==> src/sub_exec_pkg.sv <==
/*
  Constants shared by the subtract execution unit: opcode fields, address
  resolution, register offsets and encodings of phase and instruction kind.
  Assumes one synchronous clock domain; the decoder and data memory run on it.
*/
// What this block does
// - literal form: literal minus working register into working register
// - literal form: one word, one cycle: decode, read, compute, write
// - file form: file register minus working register, two's complement
// - dest bit zero: difference to working register, file unchanged
// - dest bit one: difference written back to addressed file register
// - access bit zero: file address in access bank, bank select ignored
// - access bit one: address resolved in the bank held by bank select
// - file form: one cycle, destination written in phase four
// - borrow: result wraps to eight bits, carry and zero cleared, negative is bit seven of the result
// - zero difference: zero and carry set, negative cleared
// - positive difference: carry set, zero cleared, negative is bit seven of the result
package sub_exec_pkg;

  localparam int DATA_W = 8;
  localparam int INSTR_W = 16;
  localparam int BANK_W = 4;
  localparam int FADDR_W = DATA_W + BANK_W;

  // opcode fields
  localparam logic [7:0] LIT_OPC = 8'h08;
  localparam int LIT_OPC_LSB = 8;
  localparam logic [5:0] FILE_OPC = 6'h17;
  localparam int FILE_OPC_LSB = 10;
  localparam int DEST_BIT = 9;
  localparam int ACC_BIT = 8;

  // access bank: low half maps to bank 0, high half to the top bank
  localparam logic [7:0] ACC_SPLIT = 8'h80;
  localparam logic [BANK_W-1:0] ACC_LO_BANK = 4'h0;
  localparam logic [BANK_W-1:0] ACC_HI_BANK = 4'hF;

  // register map, byte addresses
  localparam int AXI_AW = 4;
  localparam logic [AXI_AW-1:0] WREG_OFF = 4'h0;
  localparam logic [AXI_AW-1:0] BANKSEL_OFF = 4'h4;
  localparam logic [AXI_AW-1:0] FLAGS_OFF = 4'h8;
  localparam logic [DATA_W-1:0] WREG_RST = 8'h00;
  localparam logic [BANK_W-1:0] BANKSEL_RST = 4'h0;

  // flag positions inside the flag word
  localparam int FL_C = 0;
  localparam int FL_DC = 1;
  localparam int FL_Z = 2;
  localparam int FL_OV = 3;
  localparam int FL_N = 4;
  localparam int FL_W = 5;
  localparam int BUSY_BIT = 8;
  localparam logic [FL_W-1:0] FLAGS_RST = 5'h00;

  localparam logic [1:0] RESP_OKAY = 2'h0;
  localparam logic [1:0] RESP_SLVERR = 2'h2;

  typedef enum logic [4:0] {
    ST_IDLE  = 5'b00001,
    ST_DEC   = 5'b00010,
    ST_READ  = 5'b00100,
    ST_PROC  = 5'b01000,
    ST_WRITE = 5'b10000
  } phase_t;

  typedef enum logic [2:0] {
    K_NONE = 3'b001,
    K_LIT  = 3'b010,
    K_FILE = 3'b100
  } kind_t;

endpackage

==> src/sub_alu.sv <==
/*
  Eight-bit subtractor with arithmetic flags: minuend minus subtrahend.
  Assumes purely combinational use; the caller registers result and flags.
*/
`timescale 1ns/1ps
`default_nettype none
module sub_alu #(
  parameter int WIDTH = 8
) (
  input wire logic [WIDTH-1:0] minu,
  input wire logic [WIDTH-1:0] subt,
  output logic [WIDTH-1:0] diff,
  output logic flag_c,
  output logic flag_dc,
  output logic flag_z,
  output logic flag_ov,
  output logic flag_n
);
  initial begin
    if (WIDTH < 5) $error("sub_alu needs at least five bits");
  end

  always_comb begin
    diff = minu - subt;
    flag_c = (minu >= subt);
    flag_dc = (minu[3:0] >= subt[3:0]);
    flag_z = (diff == '0);
    flag_n = diff[WIDTH-1];
    // signed overflow: operand signs differ and result sign leaves minuend
    flag_ov = (minu[WIDTH-1] != subt[WIDTH-1]) &&
              (diff[WIDTH-1] != minu[WIDTH-1]);
  end
endmodule
`default_nettype wire

==> src/sub_exec.sv <==
/*
  Execution unit for the two subtract instructions, four phases per
  instruction cycle, with an AXI4-Lite slave for the working register,
  bank select register and flags.
  Assumes the decoder, data memory and bus master share CLK; memory read
  data answer the address combinationally within the read phase.
*/
`timescale 1ns/1ps
`default_nettype none
module sub_exec
  import sub_exec_pkg::*;
#(
  parameter logic [sub_exec_pkg::BANK_W-1:0] ACC_HI = sub_exec_pkg::ACC_HI_BANK
) (
  input wire logic CLK,
  input wire logic RST,
  input wire logic [sub_exec_pkg::INSTR_W-1:0] INSTR,
  input wire logic INSTR_VALID,
  output logic INSTR_READY,
  output logic DONE,
  output logic [sub_exec_pkg::FADDR_W-1:0] FILE_ADDR,
  output logic FILE_RD_EN,
  input wire logic [sub_exec_pkg::DATA_W-1:0] FILE_RD_DATA,
  output logic FILE_WR_EN,
  output logic [sub_exec_pkg::DATA_W-1:0] FILE_WR_DATA,
  output logic FLAG_N,
  output logic FLAG_OV,
  output logic FLAG_Z,
  output logic FLAG_DC,
  output logic FLAG_C,
  input wire logic [sub_exec_pkg::AXI_AW-1:0] S_AXI_AWADDR,
  input wire logic S_AXI_AWVALID,
  output logic S_AXI_AWREADY,
  input wire logic [31:0] S_AXI_WDATA,
  input wire logic [3:0] S_AXI_WSTRB,
  input wire logic S_AXI_WVALID,
  output logic S_AXI_WREADY,
  output logic [1:0] S_AXI_BRESP,
  output logic S_AXI_BVALID,
  input wire logic S_AXI_BREADY,
  input wire logic [sub_exec_pkg::AXI_AW-1:0] S_AXI_ARADDR,
  input wire logic S_AXI_ARVALID,
  output logic S_AXI_ARREADY,
  output logic [31:0] S_AXI_RDATA,
  output logic [1:0] S_AXI_RRESP,
  output logic S_AXI_RVALID,
  input wire logic S_AXI_RREADY
);
  import sub_exec_pkg::*;

  initial begin
    if (FADDR_W != DATA_W + BANK_W) $error("file address width mismatch");
  end

  function automatic kind_t decode_kind(input logic [INSTR_W-1:0] ins);
    if (ins[INSTR_W-1:LIT_OPC_LSB] == LIT_OPC) return K_LIT;
    if (ins[INSTR_W-1:FILE_OPC_LSB] == FILE_OPC) return K_FILE;
    return K_NONE;
  endfunction

  // bank in front of the 8-bit file field
  function automatic logic [FADDR_W-1:0] resolve_addr(
      input logic [INSTR_W-1:0] ins, input logic [BANK_W-1:0] bsel);
    logic [BANK_W-1:0] bank;
    bank = bsel;
    if (!ins[ACC_BIT]) begin
      bank = (ins[DATA_W-1:0] < ACC_SPLIT) ? ACC_LO_BANK : ACC_HI;
    end
    return {bank, ins[DATA_W-1:0]};
  endfunction

  // execution state
  phase_t state_r, state_nxt;
  kind_t kind_r, kind_nxt;
  logic [INSTR_W-1:0] instr_r, instr_nxt;
  logic [FADDR_W-1:0] addr_r, addr_nxt;
  logic [DATA_W-1:0] minu_r, minu_nxt;
  logic [DATA_W-1:0] subt_r, subt_nxt;
  logic [DATA_W-1:0] res_r, res_nxt;
  logic [FL_W-1:0] calc_r, calc_nxt;
  logic [FL_W-1:0] flags_r, flags_nxt;
  logic [DATA_W-1:0] w_r, w_nxt;
  logic [BANK_W-1:0] bsel_r, bsel_nxt;
  logic [DATA_W-1:0] alu_diff;
  logic [FL_W-1:0] alu_fl;
  logic reg_wr;
  logic aw_got_r, aw_got_nxt;
  logic w_got_r, w_got_nxt;
  logic [AXI_AW-1:0] aw_addr_r, aw_addr_nxt;
  logic [31:0] w_data_r, w_data_nxt;
  logic [3:0] w_strb_r, w_strb_nxt;
  logic bvalid_r, bvalid_nxt;
  logic [1:0] bresp_r, bresp_nxt;
  logic rvalid_r, rvalid_nxt;
  logic [31:0] rdata_r, rdata_nxt;
  logic [1:0] rresp_r, rresp_nxt;

  sub_alu #(.WIDTH(DATA_W)) u_alu (
    .minu(minu_r),
    .subt(subt_r),
    .diff(alu_diff),
    .flag_c(alu_fl[FL_C]),
    .flag_dc(alu_fl[FL_DC]),
    .flag_z(alu_fl[FL_Z]),
    .flag_ov(alu_fl[FL_OV]),
    .flag_n(alu_fl[FL_N])
  );

  always_comb begin
    state_nxt = state_r;
    kind_nxt = kind_r;
    instr_nxt = instr_r;
    addr_nxt = addr_r;
    minu_nxt = minu_r;
    subt_nxt = subt_r;
    res_nxt = res_r;
    calc_nxt = calc_r;
    flags_nxt = flags_r;
    w_nxt = w_r;
    bsel_nxt = bsel_r;
    // software writes first so a phase-four result wins the same cycle
    if (reg_wr && w_strb_r[0]) begin
      if (aw_addr_r == WREG_OFF) w_nxt = w_data_r[DATA_W-1:0];
      if (aw_addr_r == BANKSEL_OFF) bsel_nxt = w_data_r[BANK_W-1:0];
    end
    unique case (state_r)
      ST_IDLE: begin
        if (INSTR_VALID) begin
          instr_nxt = INSTR;
          state_nxt = ST_DEC;
        end
      end
      ST_DEC: begin
        kind_nxt = decode_kind(instr_r);
        addr_nxt = resolve_addr(instr_r, bsel_r);
        state_nxt = ST_READ;
      end
      ST_READ: begin
        subt_nxt = w_r;
        // literal from the instruction word, else the file register
        minu_nxt = (kind_r == K_LIT) ? instr_r[DATA_W-1:0]
                                     : FILE_RD_DATA;
        state_nxt = ST_PROC;
      end
      ST_PROC: begin
        res_nxt = alu_diff;
        calc_nxt = alu_fl;
        state_nxt = ST_WRITE;
      end
      ST_WRITE: begin
        if (kind_r == K_LIT || (kind_r == K_FILE && !instr_r[DEST_BIT])) begin
          w_nxt = res_r;
        end
        if (kind_r != K_NONE) begin
          flags_nxt = calc_r;
        end
        state_nxt = ST_IDLE;
      end
      default: state_nxt = ST_IDLE;
    endcase
  end

  always_ff @(posedge CLK) begin
    if (RST) begin
      state_r <= ST_IDLE;
      kind_r <= K_NONE;
      instr_r <= '0;
      addr_r <= '0;
      minu_r <= '0;
      subt_r <= '0;
      res_r <= '0;
      calc_r <= FLAGS_RST;
      flags_r <= FLAGS_RST;
      w_r <= WREG_RST;
      bsel_r <= BANKSEL_RST;
    end else begin
      state_r <= state_nxt;
      kind_r <= kind_nxt;
      instr_r <= instr_nxt;
      addr_r <= addr_nxt;
      minu_r <= minu_nxt;
      subt_r <= subt_nxt;
      res_r <= res_nxt;
      calc_r <= calc_nxt;
      flags_r <= flags_nxt;
      w_r <= w_nxt;
      bsel_r <= bsel_nxt;
    end
  end

  assign INSTR_READY = (state_r == ST_IDLE);
  assign DONE = (state_r == ST_WRITE);
  assign FILE_ADDR = addr_r;
  assign FILE_RD_EN = (state_r == ST_READ) && (kind_r == K_FILE);
  assign FILE_WR_EN = (state_r == ST_WRITE) && (kind_r == K_FILE) &&
                      instr_r[DEST_BIT];
  assign FILE_WR_DATA = res_r;
  assign FLAG_N = flags_r[FL_N];
  assign FLAG_OV = flags_r[FL_OV];
  assign FLAG_Z = flags_r[FL_Z];
  assign FLAG_DC = flags_r[FL_DC];
  assign FLAG_C = flags_r[FL_C];

  // bus slave
  function automatic logic mapped(input logic [AXI_AW-1:0] a);
    return a == WREG_OFF || a == BANKSEL_OFF || a == FLAGS_OFF;
  endfunction
  assign reg_wr = aw_got_r && w_got_r && !bvalid_r;
  always_comb begin
    aw_got_nxt = aw_got_r;
    w_got_nxt = w_got_r;
    aw_addr_nxt = aw_addr_r;
    w_data_nxt = w_data_r;
    w_strb_nxt = w_strb_r;
    bvalid_nxt = bvalid_r;
    bresp_nxt = bresp_r;
    rvalid_nxt = rvalid_r;
    rdata_nxt = rdata_r;
    rresp_nxt = rresp_r;
    if (S_AXI_AWVALID && S_AXI_AWREADY) begin
      aw_got_nxt = 1'b1;
      aw_addr_nxt = S_AXI_AWADDR;
    end
    if (S_AXI_WVALID && S_AXI_WREADY) begin
      w_got_nxt = 1'b1;
      w_data_nxt = S_AXI_WDATA;
      w_strb_nxt = S_AXI_WSTRB;
    end
    if (reg_wr) begin
      // flag word is read-only: write is dropped but still answered okay
      bvalid_nxt = 1'b1;
      bresp_nxt = mapped(aw_addr_r) ? RESP_OKAY : RESP_SLVERR;
      aw_got_nxt = 1'b0;
      w_got_nxt = 1'b0;
    end
    if (bvalid_r && S_AXI_BREADY) begin
      bvalid_nxt = 1'b0;
    end
    if (S_AXI_ARVALID && S_AXI_ARREADY) begin
      rvalid_nxt = 1'b1;
      rresp_nxt = mapped(S_AXI_ARADDR) ? RESP_OKAY : RESP_SLVERR;
      rdata_nxt = '0;
      unique case (S_AXI_ARADDR)
        WREG_OFF: rdata_nxt[DATA_W-1:0] = w_r;
        BANKSEL_OFF: rdata_nxt[BANK_W-1:0] = bsel_r;
        FLAGS_OFF: begin
          rdata_nxt[FL_W-1:0] = flags_r;
          rdata_nxt[BUSY_BIT] = (state_r != ST_IDLE);
        end
        default: rdata_nxt = '0;
      endcase
    end else if (rvalid_r && S_AXI_RREADY) begin
      rvalid_nxt = 1'b0;
    end
  end

  always_ff @(posedge CLK) begin
    if (RST) begin
      aw_got_r <= 1'b0;
      w_got_r <= 1'b0;
      aw_addr_r <= '0;
      w_data_r <= '0;
      w_strb_r <= '0;
      bvalid_r <= 1'b0;
      bresp_r <= RESP_OKAY;
      rvalid_r <= 1'b0;
      rdata_r <= '0;
      rresp_r <= RESP_OKAY;
    end else begin
      aw_got_r <= aw_got_nxt;
      w_got_r <= w_got_nxt;
      aw_addr_r <= aw_addr_nxt;
      w_data_r <= w_data_nxt;
      w_strb_r <= w_strb_nxt;
      bvalid_r <= bvalid_nxt;
      bresp_r <= bresp_nxt;
      rvalid_r <= rvalid_nxt;
      rdata_r <= rdata_nxt;
      rresp_r <= rresp_nxt;
    end
  end

  assign S_AXI_AWREADY = !aw_got_r && !bvalid_r;
  assign S_AXI_WREADY = !w_got_r && !bvalid_r;
  assign S_AXI_BVALID = bvalid_r;
  assign S_AXI_BRESP = bresp_r;
  assign S_AXI_ARREADY = !rvalid_r;
  assign S_AXI_RVALID = rvalid_r;
  assign S_AXI_RDATA = rdata_r;
  assign S_AXI_RRESP = rresp_r;
endmodule
`default_nettype wire

==> config.mk <==
export PLATFORM = sky130hd
export DESIGN_NAME = sub_exec
export DESIGN_NICKNAME = d
export VERILOG_FILES = /design/src/sub_exec_pkg.sv /design/src/sub_alu.sv /design/src/sub_exec.sv
export SDC_FILE = /design/constraint.sdc
export NUM_CORES = 1
export LEC_CHECK = 0
export ABC_AREA = 0
export BUFFER_PORTS_ARGS = -buffer_cell sky130_fd_sc_hd__buf_2
export CORE_ASPECT_RATIO = 1.75
export CORE_MARGIN = 1.5
export CORE_UTILIZATION = 49
export CTS_BUF_LIST = sky130_fd_sc_hd__clkbuf_4
export DETAILED_ROUTE_END_ITERATION = 7
export PLACE_DENSITY = 0.83
export SKIP_CTS_REPAIR_TIMING = 1
export SYNTH_ARGS = -nofsm -noshare
export SYNTH_HDL_FRONTEND = slang
export SYNTH_SLANG_ARGS = --single-unit
==> constraint.sdc <==
create_clock -name CLK -period 2.2 [get_ports CLK]
set_input_delay 0.66 -clock CLK [delete_from_list [all_inputs] [get_ports CLK]]
set_output_delay 0.66 -clock CLK [all_outputs]
set_load 0.03 [all_outputs]
==> results of run 1 <==
==> metrics by stage <==
stage	utilization (%)	cells	total power [mW]	area, sq um
5_1_grt	57.64	802	3.582	5712
3_5_place_dp	55.54	781	2.528	5504
6_report	57.64	802	3.431	5712
4_1_cts	56.81	797	3.439	5629
3_3_place_gp	55.54	781	2.512	5504
2_1_floorplan	-	611	2.442	5136
==> power by group <==
part           leakage, nW  switching, mW  internal (mW)
Clock               0.0648          0.685          0.249
Combinational         1.38          0.278          0.137
Sequential           0.887         0.0511           2.03
Total                 2.33           1.01           2.42
==> flip-flops by register name (all words and copies together), names as in the netlist <==
register      flops
aw_addr_r         4
bsel_r            4
subt_r            8
w_got_r           1
minu_r            8
S_AXI_BRESP       1
S_AXI_RVALID      1
state_r           5
flags_r           5
w_data_r          8
calc_r            4
S_AXI_BVALID      1
S_AXI_RDATA       9
S_AXI_RRESP       1
w_r               8
aw_got_r          1
kind_r            3
FILE_ADDR        12
FILE_WR_DATA      8
w_strb_r          1
instr_r          16
==> cells by family (layout without fill, tap and decap cells) <==
| kind of cell | after synthesis | after routing | share of synthesized area (%) |
|---|---|---|---|
| multiplexers | 34 | 34 | 6.760 |
| other | 1 | 26 | 0.07448 |
| buffers and inverters | 75 | 140 | 8.250 |
| flip-flops | 109 | 109 | 43.34 |
| adder cells (fa/ha/maj) | 9 | 9 | 2.386 |
| AND/OR/NAND/NOR | 234 | 234 | 22.17 |
| AO/OA/AOI/OAI | 123 | 123 | 16.68 |
| XOR/XNOR | 2 | 2 | 0.3480 |
==> critical path, cell delays in order (launching register included) <==
cell and delay [ns]:
dfxtp_4 0.41, nor3_4 0.20, nand3b_1 0.16, nor3_2 0.13, buf_4 0.18
==> metal layers <==
layer | wire (um) | share of wire [%]
met5 | 0 | 0
met4 | 537 | 4.4
met3 | 498 | 4.1
met2 | 6678 | 55
met1 | 4376 | 36
==> final cells by class <==
class,instances,share of cell area (%)
Inverter,15,0.9858
Tap cell,125,2.738
Timing Repair Buffer,109,10.65
Multi-Input combinational cell,427,44.93
Sequential cell,109,38.47
Clock inverter,7,1.008
Antenna cell,1,0.04381
Clock buffer,9,1.183
==> path summary, 6_finish.rpt <==
path / depth (start not counted) / slack [ns] / start / end
min: 3 / 0.40 / INSTR[5] / instr_r[5]$_SDFFE_PP0P_
max reg2reg: 8 / 0.09 / minu_r[0]$_SDFFE_PP0P_ / calc_r[2]$_SDFFE_PP0N_
min reg2reg: 2 / 0.46 / S_AXI_RDATA[8]$_SDFFE_PP0P_ / S_AXI_RDATA[8]$_SDFFE_PP0P_
max: 4 / -0.007 / state_r[1]$_SDFFE_PP0P_ / FILE_RD_EN
==> synth_stat cells (2+ instances only) <==
cell	count
o21ai_0	10
o21ai_1	2
buf_2	7
nor2b_1	8
and2_1	3
nor3b_1	2
inv_1	14
o21bai_1	2
xor2_1	2
nand2_1	100
nor3_1	14
a221o_1	2
nor2_1	65
buf_6	3
a311oi_1	2
nor2_4	2
or3_1	2
a22oi_1	7
a211oi_2	12
dfxtp_1	109
ha_1	8
a21o_1	5
nand3b_1	5
o211ai_1	3
buf_4	27
nand4_1	2
nand4b_1	2
mux2i_1	34
a211oi_1	12
buf_1	2
a21oi_1	54
nand2b_1	9
clkbuf_1	20
nor2_2	5
==> results.py, run 1 <==
metrics = {
    "logic_synthesis": {
        "synth_edf_count": 0,
        "synth.top_cells.by_area": "dfxtp_1 43%, nand2_1 7.5%, mux2i_1 6.8%",
        "yosys.cell_types.count": 65,
        "ys_seq_area_share_pct": 43.34,
        "synth_top_cell_by_area": "dfxtp_1",
        "syn_inst": 587,
        "synth-seq-cells": 109,
        "synthFlopType": "dfxtp_1",
        "netlist.area_leader.share_pct": 43.34,
        "yosysWarnings": 0,
        "async_reset_ff_share_pct": 0,
        "synth_area_per_cell_sq_um": 8.577,
        "syn_area_sq_um": 5035,
    },
    "timing": {
        "worst_pin_slew_ns": 0.7085,
        "finalMaxSlewViolations": 0,
        "fin_hold_ws_ns": 0.4017,
        "fin_crit_sh_pct": 100.3,
        "fin_ws_ns": -0.006545,
        "hold_viol_final": 0,
        "max_freq_ghz": 0.4532,
        "tns_ns": -0.007174,
        "period_needed_ns": 2.207,
        "clock_skew_ns": 0.01404,
        "slew_headroom_pct": 52.76,
        "rsz0062_at_grt": "yes",
        "setup_violations": 2,
    },
    "clock_tree": {
        "cts-buffers-inserted": 9,
        "cts_max_level": 3,
        "cts_tree": "done",
        "clockBufferDepth": 2,
        "path_clk_slew_ns": 0.17,
        "cts_sinks": 109,
        "worstSkewPairLatency_ns": 0.47,
        "clock-root-buffer": "clkbuf_4",
    },
    "detailed_routing": {
        "routed_via_density": 5.358,
        "via_count": 4297,
        "antenna_left": 0,
        "first_pass_iters": 5,
        "wl_per_cell_um": 15.08,
        "wl_um": 12090,
        "drc_errors": 0,
        "drt_iter0_markers": 238,
    },
    "pwr": {
        "leakage_nw": 2.334,
        "p_per_area_nw_per_um2": 600.8,
        "ir_drop_mv": 0.3100,
    },
    "final_layout": {
        "seq_area_sq_um": 2197,
        "syn2layout_area_growth_pct": 13.44,
        "multi_input_area_sq_um": 2566,
        "fill_cells": 884,
        "nets": 756,
        "layout_common_cells": "103 x dfxtp_1, 100 x nand2_1, 89 x buf_2",
        "drive_above_1_share_pct": 24.85,
        "layout_commonest_cell": "dfxtp_1",
    },
    "floorplan": {
        "fp.dieArea_sq_um": 10920,
        "start_util_pct": 50.81,
        "fp.dieW_um": 79.63,
        "chipHeight_um": 137.1,
        "core-area_sq_um": 9910,
        "io_pins": 146,
        "rows": 48,
    },
    "placement": {
        "hpwlAfterDp_um": 9114,
        "numPortBuffers": 93,
        "preCtsSetupSlack_ns": 0.04031,
        "globalplace.congestion": 0.8659,
    },
    "global_route": {
        "grt_pass1_vias": 4025,
        "grt_start_max_net_pins": 66,
        "grt_use_met3_pct": 3.533,
        "grt_pass1_wl_um": 18340,
        "grtUsageMet2_pct": 40.54,
        "antenna_found_initial": 1,
        "grt_overflow_total": 0,
        "track_usage_pct": 21.83,
        "global_route.peak_usage_layer": "met2",
        "met1_usage_pct": 21.62,
    },
    "flow_run": {
        "cap_violations": 0,
    },
    "run_status": {
        "violations": "negative setup slack",
        "outcome": "complete, but fails checks",
    },
    "worst_hold_path": {
        "hp-class": "input pin to register",
    },
    "critical_path": {
        "startpoint_type": "register",
        "critPathMaxFanout": 6,
        "worstPathArrival_ns": 1.55,
        "critPathKind": "register to output port",
        "required_ns": 1.54,
        "end_kind": "output port",
    },
}
Power figures use the tool's default switching activity.
==> run 2: changes to the inputs <==
--- a/config.mk
+++ b/config.mk
@@ -16,4 +16,5 @@
 export SKIP_CTS_REPAIR_TIMING = 1
 export SYNTH_ARGS = -nofsm -noshare
 export SYNTH_HDL_FRONTEND = slang
+export SYNTH_HIERARCHICAL = 1
 export SYNTH_SLANG_ARGS = --single-unit
==> results.py, run 2 <==
metrics = {
    "final_layout": {
        "layout_common_cells": "104 x dfxtp_1, 95 x nor2_1, 88 x buf_2",
        "post-route-util_pct": 57.88,
        "nets": 730,
        "largest_reg_flops": 16,
        "syn2layout_area_growth_pct": 13.72,
        "layout_commonest_cell": "dfxtp_1",
        "fin_area_sq_um": 5736,
        "top_register": "instr_r",
        "drive_above_1_share_pct": 24.00,
        "fill_cells": 899,
    },
    "logic_synthesis": {
        "synth_mux_area_share_pct": 13.12,
        "synthMostInstantiatedCell": "dfxtp_1",
        "synth-seq-cells": 110,
        "synth.top_cells.by_area": "dfxtp_1 44%, mux2i_1 13%, nor2_1 7.1%",
        "synth_xor_xnor_area_share_pct": 0.5210,
        "yosysWarnings": 6,
        "synth_top_cell_by_area": "dfxtp_1",
        "synth_top_family_by_area": "simple AND/OR/NAND/NOR gates",
        "yosys.cell_types.count": 53,
        "ys_seq_area_share_pct": 43.66,
        "synth_area_per_cell_sq_um": 9.071,
        "synth_compound_area_share_pct": 12.92,
        "async_reset_ff_share_pct": 0,
        "netlist.area_leader.share_pct": 43.66,
        "synthFlopType": "dfxtp_1",
        "synthAdderAreaFrac_pct": 2.382,
        "syn_area_sq_um": 5044,
        "yosys-top-cells-count": "110 x dfxtp_1, 96 x nor2_1, 65 x mux2i_1, 57 x nand2_1, 33 x buf_4",
        "synth_edf_count": 0,
        "synthSimpleGateAreaFrac_pct": 18.78,
        "syn_inst": 556,
    },
    "detailed_routing": {
        "wl_per_cell_um": 15.01,
        "antenna_left": 0,
        "routed_via_density": 5.280,
        "drt_iter0_markers": 170,
        "first_pass_iters": 4,
        "drc_errors": 0,
        "via_count": 4097,
        "wl_um": 11650,
    },
    "clock_tree": {
        "path_clk_slew_ns": 0.17,
        "clock-root-buffer": "clkbuf_4",
        "cts_max_level": 3,
        "cts-buffers-inserted": 9,
        "cts_tree": "done",
        "cts_sinks": 110,
        "clockBufferDepth": 2,
        "worstSkewPairLatency_ns": 0.47,
    },
    "floorplan": {
        "fp.dieW_um": 79.69,
        "io_pins": 146,
        "fp.dieArea_sq_um": 10930,
        "chipHeight_um": 137.2,
        "rows": 48,
        "start_util_pct": 50.90,
        "core-area_sq_um": 9910,
    },
    "pwr": {
        "p_total_mw": 3.458,
        "p_per_area_nw_per_um2": 602.9,
        "ir_drop_mv": 0.5275,
        "leakage_nw": 2.617,
    },
    "critical_path": {
        "startpoint_type": "register",
        "critPathMaxFanout": 4,
        "critPathMaxStageDelay_ns": 0.43,
        "worstPathArrival_ns": 1.73,
        "r2r_cells": 11,
        "rrSetupSlack_ns": 0.06,
        "crit_buf_inv": 1,
        "end_kind": "output port",
        "r2r_end": "calc_r[2]$_SDFFE_PP0P_",
        "critPathLaunch": "state_r[0]$_SDFFE_PP1P_",
        "path_depth": 4,
        "r2r-start": "minu_r[0]$_SDFFE_PP0N_",
        "critPathTopFamily": "simple AND/OR/NAND/NOR gates",
        "crit_path_top_delay_cell": "or3_4",
        "critPathKind": "register to output port",
        "worstPathCellList": "or3_4, nor2_4, and4_1, buf_6",
        "crit_end": "FILE_WR_EN",
        "required_ns": 1.54,
    },
    "run_status": {
        "outcome": "complete, but fails checks",
        "violations": "negative setup slack",
    },
    "placement": {
        "hpwlAfterDp_um": 8789,
        "numPortBuffers": 93,
        "globalplace.congestion": 0.8691,
        "preCtsSetupSlack_ns": -0.003098,
        "dpl-instance-area_sq_um": 5498,
    },
    "timing": {
        "max_freq_ghz": 0.4185,
        "fin_crit_sh_pct": 108.6,
        "hold_viol_final": 0,
        "finalMaxSlewViolations": 0,
        "worst_pin_slew_ns": 0.5446,
        "slew_headroom_pct": 63.50,
        "fin_ws_ns": -0.1895,
        "rsz0062_at_grt": "yes",
        "tns_ns": -0.3665,
        "period_needed_ns": 2.390,
        "setup_violations": 2,
        "clock_skew_ns": 0.01822,
    },
    "worst_hold_path": {
        "hp-class": "input pin to register",
    },
    "global_route": {
        "grt_start_max_net_pins": 67,
        "track_usage_pct": 21.20,
        "antenna_found_initial": 1,
        "grt_overflow_total": 0,
        "grt_pass1_vias": 3856,
        "grt_pass1_wl_um": 17960,
    },
    "flow_run": {
        "cap_violations": 0,
    },
}
==> run 2: cell types whose count changed in the layout (fill, tap and decap cells not counted), moves of 4 or more <==
cell       previous run  this run
a211oi_2             12         4
a21oi_1              54        31
o2bb2ai_1             0         4
mux2i_1              34        65
o21ai_0               9         4
nor2b_1               8         4
nor2_1               64        95
nor2_2                6         0
a211oi_1             12        16
nand2_1             100        57
==> run 2: cells by family after synthesis <==
kind of cell | after synthesis
AO/OA/AOI/OAI | 89
AND/OR/NAND/NOR | 205
buffers and inverters | 73
multiplexers | 66
other | 1
XOR/XNOR | 3
flip-flops | 110
adder cells (fa/ha/maj) | 9
==> run 2: worst min-delay path by stage <==
stage                                          from                   endpoint  slack, ns  cells past startpoint
after floorplan            w_strb_r[0]$_SDFFE_PP0P_   w_strb_r[0]$_SDFFE_PP0P_       0.43                      2
after global placement    FILE_ADDR[6]$_SDFFE_PP0P_  FILE_ADDR[6]$_SDFFE_PP0P_       0.44                      2
after detailed placement  FILE_ADDR[6]$_SDFFE_PP0P_  FILE_ADDR[6]$_SDFFE_PP0P_       0.44                      2
after CTS                            S_AXI_WDATA[7]   w_data_r[7]$_SDFFE_PP0P_       0.38                      3
after global routing                 S_AXI_WDATA[7]   w_data_r[7]$_SDFFE_PP0P_       0.38                      3
final                                S_AXI_WDATA[7]   w_data_r[7]$_SDFFE_PP0P_       0.40                      3
==> run 2: metal layers <==
metal	up-vias	GRT usage [%]	share of wire, %
li1	2054	-	-
met1	1922	22.93	38
met2	100	39.27	55
met3	21	3.046	3.5
met4	0	10.62	2.7
met5	-	0	0
==> run 2: worst reg2reg max path: stages, from the launching register on <==
cell      delay [ns]
dfxtp_2         0.35
inv_2           0.06
ha_4            0.13
inv_2           0.04
fa_2            0.36
a21o_1          0.21
a221oi_2        0.32
xnor2_2         0.18
nor2_1          0.05
nor4b_2         0.16
mux2i_1         0.12
nor2_1          0.07
==> run 2: metrics by stage <==
step / hold slack [ns] / std cells
after detailed placement: 0.4439 / 754
after global placement: 0.4409 / 754
after CTS: 0.3839 / 770
after global routing: 0.3765 / 776
after floorplan: 0.4316 / 580
final: 0.3979 / 776
==> run 2: power breakdown <==
group          internal, mW  leakage (nW)  total [mW]  switching [mW]
sequential             2.05         0.895        2.10          0.0485
combinational         0.159          1.65       0.443           0.284
clock                 0.256        0.0687       0.913           0.658
==> run 2: layout make-up <==
class,count,area (sq um),area share (%)
multi-input combinational,397,2551,44.48
timing repair buffer,109,621.8,10.84
clock buffer,10,75.07,1.309
clock inverter,6,46.29,0.8072
inverter,18,67.56,1.178
sequential,110,2215,38.61
tap,125,156.4,2.727
antenna,1,2.502,0.04363
